`src/ttc_defines.svh`:
```
// constants for the three-channel timer/counter and its controller
`ifndef TTC_DEFINES_SVH
`define TTC_DEFINES_SVH
`define TTC_PORT_CTL      2'h3
`define TTC_SEL_HI        7
`define TTC_SEL_LO        6
`define TTC_FMT_HI        5
`define TTC_FMT_LO        4
`define TTC_MODE_HI       3
`define TTC_MODE_LO       1
`define TTC_BCD_BIT       0
`define TTC_SEL_ILLEGAL   2'h3
`define TTC_FMT_LATCH     2'h0
`define TTC_FMT_LOW       2'h1
`define TTC_FMT_HIGH      2'h2
`define TTC_FMT_BOTH      2'h3
`define TTC_CNT_ONE       16'h0001
`define TTC_CNT_TWO       16'h0002
`define TTC_REG_CMD       5'h00
`define TTC_REG_STATUS    5'h04
`define TTC_REG_IRQ_STAT  5'h08
`define TTC_REG_IRQ_MASK  5'h0C
`define TTC_REG_UNIT      5'h10
`define TTC_CMD_PORT_HI   9
`define TTC_CMD_PORT_LO   8
`define TTC_CMD_RD_BIT    10
`define TTC_IRQ_DONE      0
`define TTC_IRQ_REFUSED   1
`define TTC_ST_BUSY       0
`define TTC_ST_BYTE_LO    8
`define TTC_ST_BYTE_HI    15
`endif

```
`src/ttc_pkg.sv`:
```
// types shared by the timer/counter and its controller
package ttc_pkg;
   typedef enum logic [2:0] {
      TTC_M_TERMINAL = 3'b000,
      TTC_M_ONESHOT  = 3'b001,
      TTC_M_RATE     = 3'b010,
      TTC_M_SQUARE   = 3'b011,
      TTC_M_SWSTROBE = 3'b100,
      TTC_M_HWSTROBE = 3'b101
   } ttc_mode_t;
   typedef enum logic [1:0] {
      TTC_H_IDLE   = 2'b00,
      TTC_H_STROBE = 2'b01,
      TTC_H_CAPT   = 2'b10
   } ttc_hstate_t;
endpackage : ttc_pkg

```
`src/ttc_if.sv`:
```
// byte-wide i/o bus between the controller and one timer/counter unit
`timescale 1ns/1ns
interface ttc_if;
   logic       cs;
   logic [1:0] unit;
   logic [1:0] addr;
   logic       wr;
   logic       rd;
   logic [7:0] wdata;
   logic [7:0] rdata;
   modport dev  (input cs, unit, addr, wr, rd, wdata, output rdata);
   modport host (output cs, unit, addr, wr, rd, wdata, input rdata);
endinterface : ttc_if

```
`src/ttc_dev.sv`:
```
// timer/counter unit: three 16-bit counters behind four byte ports
//
// Local design decision: the Avalon-MM interface to the registers.
`timescale 1ns/1ns
`include "ttc_defines.svh"
module ttc_dev import ttc_pkg::*; #(
   parameter logic [1:0] UNIT_ID = 2'h0
) (
   input  wire logic       clk,
   input  wire logic       rst_n,
   ttc_if.dev              io,
   input  wire logic [2:0] cnt_clk_pin,
   input  wire logic [2:0] gate_pin,
   output logic      [2:0] cnt_out
);
   // ----------------------------------------------------------------
   // decimal decrement, digit by digit
   // ----------------------------------------------------------------
   function automatic logic [15:0] bcd_dec(input logic [15:0] v);
      logic [15:0] r;
      logic        borrow;
      r      = v;
      borrow = 1'b1;
      for (int d = 0; d < 4; d++) begin
         if (borrow) begin
            if (v[4*d +: 4] == 4'h0) begin
               r[4*d +: 4] = 4'h9;
            end else begin
               r[4*d +: 4] = v[4*d +: 4] - 4'h1;
               borrow      = 1'b0;
            end
         end
      end
      return r;
   endfunction : bcd_dec

   // ----------------------------------------------------------------
   // pin synchronisers
   // ----------------------------------------------------------------
   logic [5:0] pin_s1_q;
   logic [5:0] pin_s2_q;
   logic [5:0] pin_s3_q;
   always_ff @(posedge clk) begin
      if (!rst_n) begin
         pin_s1_q <= '0;
         pin_s2_q <= '0;
         pin_s3_q <= '0;
      end else begin
         pin_s1_q <= {gate_pin, cnt_clk_pin};
         pin_s2_q <= pin_s1_q;
         pin_s3_q <= pin_s2_q;
      end
   end

   // ----------------------------------------------------------------
   // bus decode
   // ----------------------------------------------------------------
   wire       sel      = io.cs && (io.unit == UNIT_ID);
   wire       wr_ctl   = sel && io.wr && (io.addr == `TTC_PORT_CTL);
   wire [1:0] ctl_cnt  = io.wdata[`TTC_SEL_HI:`TTC_SEL_LO];
   wire [1:0] ctl_fmt  = io.wdata[`TTC_FMT_HI:`TTC_FMT_LO];
   wire [2:0] ctl_m    = io.wdata[`TTC_MODE_HI:`TTC_MODE_LO];
   // modes 6 and 7 drop the top bit and run as modes 2 and 3
   wire [2:0] ctl_mode = ctl_m[1] ? {1'b0, ctl_m[1:0]} : ctl_m;
   wire [7:0] rd_byte [3];

   // ----------------------------------------------------------------
   // counters
   // ----------------------------------------------------------------
   for (genvar i = 0; i < 3; i++) begin : g_cnt
      ttc_mode_t   mode_q;
      logic        bcd_q;
      logic [1:0]  fmt_q;
      logic [15:0] cnt_q;
      logic [15:0] reload_q;
      logic [15:0] latch_q;
      logic        latched_q;
      logic        wsecond_q;
      logic        rsecond_q;
      logic [7:0]  lsb_q;
      logic        armed_q;
      logic        run_q;
      logic        out_q;

      wire        hit      = sel && (io.addr == 2'(i));
      wire        ctl_me   = wr_ctl && (ctl_cnt == 2'(i));
      wire        latch_cmd = ctl_me && (ctl_fmt == `TTC_FMT_LATCH);
      wire        prog     = ctl_me && (ctl_fmt != `TTC_FMT_LATCH);
      wire        dwr      = hit && io.wr;
      wire        drd      = hit && io.rd;
      wire        two      = (fmt_q == `TTC_FMT_BOTH);
      wire        load_now = dwr && (!two || wsecond_q);
      wire [15:0] ld_val   = (fmt_q == `TTC_FMT_LOW)  ? {8'h00, io.wdata} :
                             (fmt_q == `TTC_FMT_HIGH) ? {io.wdata, 8'h00} :
                             {io.wdata, lsb_q};
      wire        tick     = pin_s2_q[i] && !pin_s3_q[i];
      wire        g_lvl    = pin_s2_q[i+3];
      wire        g_rise   = pin_s2_q[i+3] && !pin_s3_q[i+3];
      wire        hw_trig  = (mode_q == TTC_M_ONESHOT) || (mode_q == TTC_M_HWSTROBE);
      // binary wraps through FFFF, decimal through 9999
      wire [15:0] dec1     = bcd_q ? bcd_dec(cnt_q) : cnt_q - `TTC_CNT_ONE;
      wire [15:0] dec2     = bcd_q ? bcd_dec(bcd_dec(cnt_q)) : cnt_q - `TTC_CNT_TWO;
      wire        at_one   = (cnt_q == `TTC_CNT_ONE);
      wire        low_end  = (cnt_q <= `TTC_CNT_TWO);
      wire        count_en = tick && run_q && (hw_trig || g_lvl);
      wire [15:0] src      = latched_q ? latch_q : cnt_q;
      wire        r_hi     = (fmt_q == `TTC_FMT_HIGH) || (two && rsecond_q);
      wire        r_last   = !two || rsecond_q;

      assign rd_byte[i] = r_hi ? src[15:8] : src[7:0];
      assign cnt_out[i] = out_q;

      always_ff @(posedge clk) begin
         if (!rst_n) begin
            mode_q    <= TTC_M_TERMINAL;
            bcd_q     <= 1'b0;
            fmt_q     <= `TTC_FMT_LOW;
            cnt_q     <= '0;
            reload_q  <= '0;
            latch_q   <= '0;
            latched_q <= 1'b0;
            wsecond_q <= 1'b0;
            rsecond_q <= 1'b0;
            lsb_q     <= '0;
            armed_q   <= 1'b0;
            run_q     <= 1'b0;
            out_q     <= 1'b1;
         end else if (prog) begin
            mode_q    <= ttc_mode_t'(ctl_mode);
            bcd_q     <= io.wdata[`TTC_BCD_BIT];
            fmt_q     <= ctl_fmt;
            wsecond_q <= 1'b0;
            rsecond_q <= 1'b0;
            latched_q <= 1'b0;
            armed_q   <= 1'b0;
            run_q     <= 1'b0;
            out_q     <= (ctl_mode != TTC_M_TERMINAL);
         end else begin
            // a second latch command is ignored until the snapshot is read
            if (latch_cmd && !latched_q) begin
               latch_q   <= cnt_q;
               latched_q <= 1'b1;
            end
            if (drd) begin
               rsecond_q <= two && !rsecond_q;
               if (r_last) begin
                  latched_q <= 1'b0;
               end
            end
            if (dwr && two && !wsecond_q) begin
               lsb_q     <= io.wdata;
               wsecond_q <= 1'b1;
            end
            if (load_now) begin
               wsecond_q <= 1'b0;
               reload_q  <= ld_val;
               armed_q   <= 1'b1;
               if (!hw_trig) begin
                  cnt_q <= ld_val;
                  run_q <= 1'b1;
               end
               if (mode_q == TTC_M_TERMINAL) begin
                  out_q <= 1'b0;
               end
            end else if (hw_trig && armed_q && g_rise) begin
               cnt_q <= reload_q;
               run_q <= 1'b1;
               out_q <= (mode_q == TTC_M_HWSTROBE);
            end else if (count_en) begin
               case (mode_q)
                  TTC_M_TERMINAL, TTC_M_ONESHOT: begin
                     cnt_q <= dec1;
                     if (at_one) begin
                        out_q <= 1'b1;
                     end
                  end
                  TTC_M_RATE: begin
                     cnt_q <= at_one ? reload_q : dec1;
                     out_q <= (cnt_q != `TTC_CNT_TWO);
                  end
                  TTC_M_SQUARE: begin
                     cnt_q <= low_end ? reload_q : dec2;
                     if (low_end) begin
                        out_q <= !out_q;
                     end
                  end
                  TTC_M_SWSTROBE, TTC_M_HWSTROBE: begin
                     cnt_q <= dec1;
                     out_q <= !at_one;
                  end
                  default: begin
                     cnt_q <= dec1;
                  end
               endcase
            end
         end
      end
   end

   // ----------------------------------------------------------------
   // read data
   // ----------------------------------------------------------------
   logic [7:0] rdata_q;
   wire        rd_hit = sel && io.rd;
   wire [7:0]  rd_mux = (io.addr == `TTC_PORT_CTL) ? 8'h00 : rd_byte[io.addr];
   always_ff @(posedge clk) begin
      if (!rst_n) begin
         rdata_q <= '0;
      end else if (rd_hit) begin
         rdata_q <= rd_mux;
      end
   end
   assign io.rdata = rdata_q;
endmodule : ttc_dev

```
`src/flat_wrapper.sv`:
```
// flat-port wrapper written by rule: the top's interface ports become plain ports
module ttc_dev_flat import ttc_pkg::*;
#(
   parameter logic [1:0] UNIT_ID = 2'h0
)
  (clk, rst_n, cnt_clk_pin, gate_pin, cnt_out, io_cs, io_unit, io_addr, io_wr, io_rd, io_wdata, io_rdata);
  ttc_if io_i ();
  input  wire logic clk;
  input  wire logic rst_n;
  input  wire logic [2:0] cnt_clk_pin;
  input  wire logic [2:0] gate_pin;
  output logic      [2:0] cnt_out;
  input wire logic [$bits(io_i.cs)-1:0] io_cs;
  input wire logic [$bits(io_i.unit)-1:0] io_unit;
  input wire logic [$bits(io_i.addr)-1:0] io_addr;
  input wire logic [$bits(io_i.wr)-1:0] io_wr;
  input wire logic [$bits(io_i.rd)-1:0] io_rd;
  input wire logic [$bits(io_i.wdata)-1:0] io_wdata;
  output wire logic [$bits(io_i.rdata)-1:0] io_rdata;
  assign io_i.cs = io_cs;
  assign io_i.unit = io_unit;
  assign io_i.addr = io_addr;
  assign io_i.wr = io_wr;
  assign io_i.rd = io_rd;
  assign io_i.wdata = io_wdata;
  assign io_rdata = io_i.rdata;
  ttc_dev #(.UNIT_ID(UNIT_ID)) u_core (.clk(clk), .rst_n(rst_n), .io(io_i), .cnt_clk_pin(cnt_clk_pin), .gate_pin(gate_pin), .cnt_out(cnt_out));
endmodule
```
`config.mk`:
```
export PLATFORM = sky130hd
export DESIGN_NAME = ttc_dev_flat
export DESIGN_NICKNAME = d
export VERILOG_FILES = /design/src/ttc_pkg.sv /design/src/ttc_if.sv /design/src/ttc_dev.sv /design/src/flat_wrapper.sv
export VERILOG_INCLUDE_DIRS = /design/src
export SDC_FILE = /design/constraint.sdc
export NUM_CORES = 1
export LEC_CHECK = 0
export ABC_AREA = 0
export BUFFER_PORTS_ARGS = -buffer_cell sky130_fd_sc_hd__buf_2
export CORE_MARGIN = 2
export CORE_UTILIZATION = 45
export DETAILED_ROUTE_END_ITERATION = 16
export PLACE_DENSITY = 0.62
export RECOVER_POWER = 25
export SYNTH_ARGS = -nofsm -noshare
export SYNTH_HDL_FRONTEND = slang
export SYNTH_SLANG_ARGS = --single-unit
```
`constraint.sdc`:
```
create_clock -name clk -period 3.6 [get_ports clk]
set_input_delay 0.18 -clock clk [delete_from_list [all_inputs] [get_ports clk]]
set_output_delay 0.18 -clock clk [all_outputs]
set_load 0.01 [all_outputs]
```
# == After elaboration in Yosys (flattened, before gate mapping) ==
# Cells that the tools add are included.
# word_totals
register_bits,230
wordCells,459
inputBits,23
# op_classes
magnitude_cmp,4
bitwise_logic,5
n_reduce_logical,172
mux,158
eq_ne,47
n_addsub,30
# op_table
operator,count
$mux 16,30
$mux 4,42
$logic_not 4->1,24
$pmux 16 s2,3
$sub 4x1->4 const B,24
$mux 8,9
$mux 1,69
$logic_and 1x1->1,58
$eq 16x1->1 const B,3
$le 16x2->1 const B,3
$ne 16x2->1 const B,3
$sub 16x1->16 const B,3
$sub 16x2->16 const B,3
$ne 5x1->1 const B,6
$logic_not 1->1,24
$reduce_and 2->1,12
$reduce_bool 7->1,3
$eq 2x2->1 const B,9
$eq 3x2->1 const B,6
$eq 3x3->1 const B,6
$reduce_or 2->1,9
$bmux 8 s2,1
$logic_or 1x1->1,15
$reduce_and 5->1,3
16 further kinds,48

# == Logic depth before layout (Yosys ltp) ==
# Gate-level depths: netlist of run 1.
# logic_depth
ltp_word,14
ltp_mapped,17

# == Least setup slack after synthesis of run 1 ==
# OpenSTA, ideal clock, no wires.
# synth_path
path_kind,register -> register
start,register u_core.g_cnt[0].cnt_q[1]
end,register u_core.g_cnt[0].cnt_q[14]
setup_slack_ns,0.004
synth_period_minus_slack_ns,3.596
arrival_ns,3.474
path_stages_with_launch,17
setup_ns,0.122
n_path_buf,3
path_cell_list,dfxtp_1 clkbuf_1 inv_1 ha_1 buf_2 or3b_2 or3_1 mux2i_1 ha_1 inv_1 or3_1 nor3_1 and3_1 buf_2 o22ai_1 o31ai_1 a21oi_1
# synth_via
elab_chain_cells,14
word_cells_on_any_way,33
# synth_rtl
element,line,source
"start, declared",ttc_dev.sv:74,logic [15:0] cnt_q;
"start signal, assigned",ttc_dev.sv:159,cnt_q <= ld_val;
"start signal, assigned",ttc_dev.sv:166,cnt_q <= reload_q;
"start signal, assigned",ttc_dev.sv:178,cnt_q <= at_one ? reload_q : dec1;
$logic_not 4->1,ttc_dev.sv:26,if (v[4*d +: 4] == 4'h0) begin
$mux 1,ttc_dev.sv:26,
$mux 1 or $mux 4 (tied branches),ttc_dev.sv:25,if (borrow) begin
$mux 1 (tied with other cells),ttc_dev.sv:25,
$mux 4 (tied with other cells),ttc_dev.sv:25,
$sub 4x1->4 (tied with other cells),ttc_dev.sv:29,r[4*d +: 4] = v[4*d +: 4] - 4'h1;
$mux 4 or $mux 1 (tied branches),"ttc_dev.sv:26, ttc_dev.sv:25",
$mux 4,ttc_dev.sv:25,
$mux 16 (no line),--,
$mux 16,ttc_dev.sv:182,cnt_q <= low_end ? reload_q : dec2;
$pmux 16 s2 (*),ttc_dev.sv:170,case (mode_q)
$mux 16 (*),ttc_dev.sv:169,end else if (count_en) begin
$mux 16 (*),ttc_dev.sv:165,end else if (hw_trig && armed_q && g_rise) begin
$mux 16 (*),ttc_dev.sv:154,if (load_now) begin
# Mark *: on every way between the ends. The rest lies on a longest branch, timed or not. The select of a mux whose other input is x is not followed.
# A chain may end at the register's enable or synchronous reset.

# == Worst setup path in the final report of run 1 ==
# layout_path
start,register u_core.g_cnt[1].cnt_q[1]
end,register u_core.g_cnt[1].cnt_q[12]
# layout_via
elab_chain_cells,14
word_cells_on_any_way,33
# layout_rtl
element,line
"start, declared",ttc_dev.sv:74
"start signal, assigned",ttc_dev.sv:159
"start signal, assigned",ttc_dev.sv:166
"start signal, assigned",ttc_dev.sv:178
$logic_not 4->1,ttc_dev.sv:26
$mux 1,ttc_dev.sv:26
$mux 1 or $mux 4 (tied branches),ttc_dev.sv:25
$mux 1 (tied with other cells),ttc_dev.sv:25
$mux 4 (tied with other cells),ttc_dev.sv:25
$sub 4x1->4 (tied with other cells),ttc_dev.sv:29
$mux 4 or $mux 1 (tied branches),"ttc_dev.sv:26, ttc_dev.sv:25"
$mux 4,ttc_dev.sv:25
$mux 16 (no line),--
$mux 16,ttc_dev.sv:182
$pmux 16 s2 (*),ttc_dev.sv:170
$mux 16 (*),ttc_dev.sv:169
$mux 16 (*),ttc_dev.sv:165
$mux 16 (*),ttc_dev.sv:154
# Marked as above.

==> run_results.csv, run 1 <==
group,metric,value,unit
timing,finClkSkew,14.27,ps
global_routing,antenna_found_initial,1,
power_and_ir_drop,power,6.278,mW
finish,finalNetCount,2145,
run,maxCapViolCount,1,
synthesis,synthTopCellsByArea,"dfxtp_1 (29%), nor2_1 (6.2%), mux2i_1 (5.1%)",
setup_path,start_kind,"register",
power_and_ir_drop,p_int,4.498,mW
global_routing,grt_pass1_vias,15100,
place,placed_area,16930,µm²
timing,setup_viol,0,
detailed_routing,detail_route.wl_per_cell,22.58,µm
setup_path,crit_required,4030,ps
global_routing,overflow,0,
place,port_buffers,33,
power_and_ir_drop,swShare,28.35,%
power_and_ir_drop,ir_drop,0.0003493,V
synthesis,synth_edf_count,0,
synthesis,async_flop_share,0,%
finish,fill_cells,3433,
synthesis,syn_area_per_cell,7.668,µm²
synthesis,synth_area,16000,µm²
finish,drive_gt1_share,13.12,%
global_routing,grt_first_pass_wirelength,89080,µm
floorplan,dieArea,37090,µm²
floorplan,core-area,35310,µm²
timing,max_freq,0.2913,GHz
floorplan,start_util,45.32,%
synthesis,dominantRegCellSynth,"dfxtp_1",
power_and_ir_drop,combPwrFrac,13.1,%
clock_network,cts_tree,"done",
synthesis,syn-instance-count,2087,
setup_path,crit_path_end_kind,"register",
setup_path,worst-path-max-fanout,8,
timing,finalCritPeriodShare,95.37,%
synthesis,yosysSeqAreaShare,28.77,%
floorplan,ios,34,
power_and_ir_drop,p_sw,1.780,mW
clock_network,clk_pin_slew_worst_paths,70,ps
timing,max_slew_margin,-15.95,%
detailed_routing,viasPerCell,6.472,
clock_network,root_buffer,"clkbuf_16",
timing,hold_slack,61.99,ps
place,post-place-ws,139.2,ps
setup_path,r2r_setup_slack,170,ps
detailed_routing,drt_iter0_drc,1881,
clock_network,htree_levels,1,
run_status,violations,"capacitance limit, slew limit",
power_and_ir_drop,p_leak,6.705,nW
detailed_routing,ant_nets,0,
clock_network,cts_sinks,230,
clock_network,insertion_delay,580,ps
timing,tightest_slew,1739,ps
global_routing,grt_max_degree,60,
worst_hold_path,hold_path.class,"primary input to register",
synthesis,synthesis.nets,2142,
timing,finalHoldViolCount,0,
worst_hold_path,min_path_cells,2,
timing,slew_violations,32,
finish,final_area,17880,µm²
clock_network,cts-buffers-inserted,28,
power_and_ir_drop,powerDensity,351.1,nW/µm²
floorplan,num_rows,69,
power_and_ir_drop,clkPwrFrac,45.6,%
global_routing,groute.usage.overall,30.86,%
place,gp_congestion,0.9640,
detailed_routing,firstDrtPassIters,6,
timing,layout_min_cycle_time,3433,ps
setup_path,path_class,"register to register",
clock_network,clockBufferDepth,3,
detailed_routing,vias,16660,
synthesis,netlist.area_leader.share,28.77,%
synthesis,synth_top_cell_by_area,"dfxtp_1",
synthesis,yosys_warnings,0,
floorplan,die_x,192.6,µm
finish,syn_to_final_growth,11.74,%
synthesis,synth-seq-cells,230,
detailed_routing,wl,58120,µm
floorplan,fp.dieH,192.6,µm
place,hpwl,41400,µm
timing,setup_ws,166.7,ps
synthesis,ys_types,98,
run_status,status,"complete, but fails checks",
detailed_routing,post-route-drc-count,0,
power_and_ir_drop,power_frac_seq,41.3,%
setup_path,rr_worst_depth,11,
setup_path,arrival,3860,ps
==> what timing repair did <==
item                                    in CTS  in global routing
endpoints found under the setup margin       0                  4
gates resized for setup                      0                  3
buffers inserted                             0                  1
hold endpoints to repair                     5                  0
hold buffers                                 5                  0
==> registers in the layout, indices dropped and copies added, names as in the netlist <==
signal and cells:
u_core.io.rdata 8, u_core.g_cnt.run_q 3, u_core.g_cnt.latch_q 48, u_core.g_cnt.wsecond_q 3, u_core.g_cnt.armed_q 3, u_core.g_cnt.fmt_q 6, u_core.pin_s1_q 6, u_core.g_cnt.mode_q 9
u_core.g_cnt.reload_q 48, u_core.g_cnt.rsecond_q 3, u_core.g_cnt.out_q 3, u_core.pin_s3_q 6, u_core.g_cnt.bcd_q 3, u_core.g_cnt.lsb_q 24, u_core.pin_s2_q 6, u_core.g_cnt.cnt_q 48
u_core.g_cnt.latched_q 3
==> cells in the mapped netlist (24+ instances only) <==
cell type / count
a221oi_1: 24
a21oi_1: 162
nor2_1: 265
a31oi_1: 37
dfxtp_1: 230
nor3_1: 66
o21ai_0: 110
a211oi_1: 26
mux4_2: 24
and2_1: 28
nand2_1: 208
nand3_1: 58
clkbuf_1: 136
xnor2_1: 43
ha_1: 32
inv_1: 52
mux2i_1: 82
a22oi_1: 30
==> final timing paths <==
check	from	end
setup / recovery	u_core.g_cnt[1].cnt_q[1]	u_core.g_cnt[1].cnt_q[12]
hold / removal	cnt_clk_pin[2]	u_core.pin_s1_q[2]
setup reg to reg	u_core.g_cnt[1].cnt_q[1]	u_core.g_cnt[1].cnt_q[12]
hold reg to reg	u_core.pin_s1_q[1]	u_core.pin_s2_q[1]
==> kinds of logic (layout without fill, tap and decap cells) <==
family                     count (synthesis)  count (layout)  share of synthesized area, %
AOI/OAI and AO/OA                        617             617                         26.24
adders and majority gates                 32              32                         2.502
DFF                                      230             230                         28.77
other                                      0               1                             0
buffers and inverters                    238             263                         5.942
xor gates and xnor gates                  55              55                         3.057
and+or+nand+nor                          800             800                         24.35
muxes                                    115             115                         9.139
==> per-layer routing <==
metal,part of all wire (%),wire [µm],GRT usage [%]
met1,43,24800,42.50
met2,45,26290,49.26
met3,9.2,5345,5.274
met4,2.9,1691,9.248
met5,0,0,0
==> layout make-up <==
class | count | area (µm²) | share of cell area, %
Inverter | 56 | 212.7 | 1.189
Clock buffer | 34 | 784.5 | 4.387
Timing Repair Buffer | 155 | 1081 | 6.045
Sequential cell | 230 | 4604 | 25.75
Multi-Input combinational cell | 1619 | 10480 | 58.62
Antenna cell | 1 | 2.502 | 0.01399
Clock inverter | 18 | 137.6 | 0.7696
Tap cell | 461 | 576.8 | 3.225
==> power by group through the flow <==
stage / registers [mW] / clock network (mW) / logic [mW]
2_1_floorplan: 2.64 / 0 / 0.559
3_3_place_gp: 2.65 / 0 / 0.794
3_5_place_dp: 2.65 / 0 / 0.795
4_1_cts: 2.59 / 2.89 / 0.804
5_1_grt: 2.59 / 2.99 / 0.885
6_report: 2.59 / 2.87 / 0.820
==> metrics by stage <==
stage	setup TNS, ps	instances	utilization [%]
3_3_place_gp	0	2515	47.95
3_5_place_dp	0	2515	47.95
6_report	0	2574	50.65
4_1_cts	0	2572	50.70
5_1_grt	-24.82	2574	50.65
2_1_floorplan	0	2087	-
==> cell usage in the layout (no fill, tap or decap), types with 10 or more instances in the layout <==
cell type and instances:
a211oi_1 25, a21o_1 12, a21oi_1 162, a221o_1 11, a221oi_1 24, a22oi_1 30
a31oi_1 37, and2_1 26, and3_1 13, buf_2 21, buf_4 113, clkbuf_1 15
clkbuf_16 29, clkinv_2 10, dfxtp_1 230, ha_1 31, inv_1 51, mux2i_1 82
mux4_2 24, nand2_1 208, nand2b_1 23, nand3_1 58, nand4_1 18, nor2_1 265
nor2b_1 10, nor3_1 63, nor4_1 21, o211ai_1 23, o21a_1 10, o21ai_0 110
o221ai_1 10, o22ai_1 18, o31ai_1 17, or2_2 10, or3_1 19, xnor2_1 43
xor2_1 11
==> worst max-delay path, stage by stage (launching register included) <==
cell	delay [ps]
dfxtp_1	320
inv_1	140
ha_1	270
or3b_1	520
nor3_1	270
mux2i_1	310
ha_2	290
nor4b_1	240
nand3_1	230
mux2i_1	180
a2111oi_0	370
o22ai_1	140
No activity file was read; power rests on OpenSTA's default activity.
==> run 2, diff against run 1 <==
Clock period 3.6 ns to 2.9 ns, I/O delays scaled along.
==> run 2 against run 1 <==
Routed wire length up 5.1%. Clock skew up 4.5 ps. Flip-flop and latch count unchanged. Register-to-register slack worse by 290 ps. First-iteration DRC count down 7.0%. Worst setup slack worse by 290 ps. Sequential share of layout area down 1.8 points. Clock power up 35%. Via count up 3.2%. Cell count up 4.9%. Highest routed layer unchanged. The flow finishes with violations (capacitance limit, slew limit, setup timing). Worst hold slack worse by 26 ps.
==> run_results.csv, run 2 (synthesized netlist as in run 1, its figures left out) <==
group,metric,value,unit
run_status,status,"complete, but fails checks",
run_status,violations,"capacitance limit, slew limit, setup timing",
clock_network,cts_tree,"done",
clock_network,cts_sinks,230,
clock_network,root_buffer,"clkbuf_16",
timing,setup_ws,-125.6,ps
detailed_routing,firstDrtPassIters,6,
timing,finClkSkew,18.80,ps
global_routing,antenna_found_initial,1,
setup_path,cp_cell_sequence,"inv_6, ha_4, or3b_4, or3_4, mux2i_4, ha_2, inv_2, or3_4, nor3_4, and3_4, o22ai_1, o31ai_1, a21oi_1",
place,post-place-ws,-241.1,ps
timing,max_slew_margin,-8.399,%
clock_network,cts-buffers-inserted,28,
setup_path,worst-path-buf-inv,2,
detailed_routing,wl,61090,µm
finish,mostFrequentLayoutCells,"nor2_1 (262), buf_4 (229), dfxtp_1 (225)",
finish,syn_to_final_growth,20.38,%
clock_network,clk_pin_slew_worst_paths,60,ps
timing,setup_viol,7,
global_routing,grt_first_pass_wirelength,94720,µm
setup_path,path_class,"register to register",
power_and_ir_drop,powerDensity,428.8,nW/µm²
finish,utilization,54.56,%
detailed_routing,vias,17190,
floorplan,fp.dieH,192.6,µm
global_routing,groute.usage.overall,32.72,%
power_and_ir_drop,ir_drop,0.0004575,V
global_routing,overflow,0,
setup_path,arrival,3460,ps
timing,finalHoldViolCount,0,
setup_path,slowest_delay,380,ps
finish,top_regs,"u_core.g_cnt.cnt_q: 48 flops, u_core.g_cnt.latch_q: 48 flops, u_core.g_cnt.reload_q: 48 flops",
clock_network,htree_levels,1,
setup_path,crit_path_end_kind,"register",
timing,layout_min_cycle_time,3026,ps
clock_network,insertion_delay,560,ps
setup_path,crit_family,"simple AND/OR/NAND/NOR gates",
setup_path,start_kind,"register",
finish,finalNetCount,2270,
detailed_routing,detail_route.wl_per_cell,22.63,µm
floorplan,core-area,35310,µm²
finish,drive_gt1_share,20.25,%
global_routing,grt_pass1_vias,16200,
timing,rsz0062_at_grt,"yes",
timing,finalCritPeriodShare,104.3,%
setup_path,crit_path_frequent_cell,"or3_4",
setup_path,cp_slowest_cell,"or3b_4",
setup_path,worst-path-max-fanout,4,
place,hpwl,44980,µm
worst_hold_path,hold_path.class,"primary input to register",
floorplan,num_rows,69,
place,gp_congestion,1.009,
timing,tightest_slew,1626,ps
power_and_ir_drop,p_leak,7.392,nW
detailed_routing,ant_nets,0,
finish,fill_cells,3427,
setup_path,crit_required,3340,ps
timing,slew_violations,38,
floorplan,start_util,45.32,%
run,maxCapViolCount,1,
detailed_routing,drt_iter0_drc,1749,
detailed_routing,viasPerCell,6.371,
place,port_buffers,33,
finish,layout_commonest_cell,"nor2_1",
clock_network,clockBufferDepth,3,
floorplan,die_x,192.6,µm
floorplan,ios,34,
detailed_routing,post-route-drc-count,0,
timing,max_freq,0.3305,GHz
floorplan,dieArea,37090,µm²
global_routing,grt_max_degree,47,
==> run 2: metal layers <==
| layer | global-route usage [%] | up-vias | wire length, µm |
|---|---|---|---|
| met3 | 5.183 | 160 | 4932 |
| li1 | - | 7951 | - |
| met2 | 50.84 | 739 | 26570 |
| met5 | 0 | - | 0 |
| met1 | 45.34 | 8344 | 26900 |
| met4 | 12.71 | 0 | 2688 |
==> run 2: worst paths after layout <==
path | to | cells after the start | startpoint | slack, ps
setup / recovery | u_core.g_cnt[0].cnt_q[14] | 13 | u_core.g_cnt[0].cnt_q[1] | -130
hold / removal | u_core.g_cnt[2].reload_q[15] | 3 | io_wdata[7] | 40
setup reg to reg | u_core.g_cnt[0].cnt_q[14] | 13 | u_core.g_cnt[0].cnt_q[1] | -130
hold reg to reg | u_core.pin_s2_q[3] | 1 | u_core.pin_s1_q[3] | 430
==> run 2: layout make-up <==
type / instances / area [µm²] / share of cell area, %
multi-input combinational: 1619 / 10780 / 55.93
sequential: 230 / 4611 / 23.93
timing repair buffer: 280 / 2051 / 10.64
clock buffer: 38 / 839.6 / 4.358
tap: 461 / 576.8 / 2.994
inverter: 56 / 220.2 / 1.143
clock inverter: 14 / 190.2 / 0.9871
antenna: 1 / 2.502 / 0.01299
==> run 2: worst register-to-register path, stage by stage (launching register included) <==
cell and delay, ps:
dfxtp_2 340, inv_6 60, ha_4 150, or3b_4 380, or3_4 370, mux2i_4 190, ha_2 200, inv_2 40
or3_4 330, nor3_4 180, and3_4 260, o22ai_1 90, o31ai_1 240, a21oi_1 100
==> run 2: per-stage QoR <==
| stage | TNS [ps] | hold WS, ps | power [mW] | cells | area (µm²) |
|---|---|---|---|---|---|
| finish | -326.1 | 35.91 | 8.262 | 2699 | 19270 |
| global route | -1679 | 39.70 | 8.561 | 2699 | 19270 |
| detailed placement | -1270 | 356.4 | 4.389 | 2622 | 17870 |
| global placement | -781.3 | 356.8 | 4.389 | 2622 | 17870 |
| floorplan | -1166 | 272.3 | 3.989 | 2087 | 16190 |
| CTS | -159.6 | 25.00 | 8.265 | 2689 | 19100 |
==> run 2: timing repair <==
action	CTS	global route
hold endpoints to repair	9	0
setup buffers	7	10
hold buffers	8	0
endpoints found under the setup margin	13	23
gates resized for setup	15	38
pin swaps	4	15
==> run 2: power by group <==
part           internal (mW)  leakage (nW)  switching (mW)  total, mW
sequential              3.19          1.86          0.0277       3.22
combinational          0.473          5.03           0.705       1.18
clock                   2.38         0.506            1.48       3.87
total                   6.05          7.39            2.21       8.26
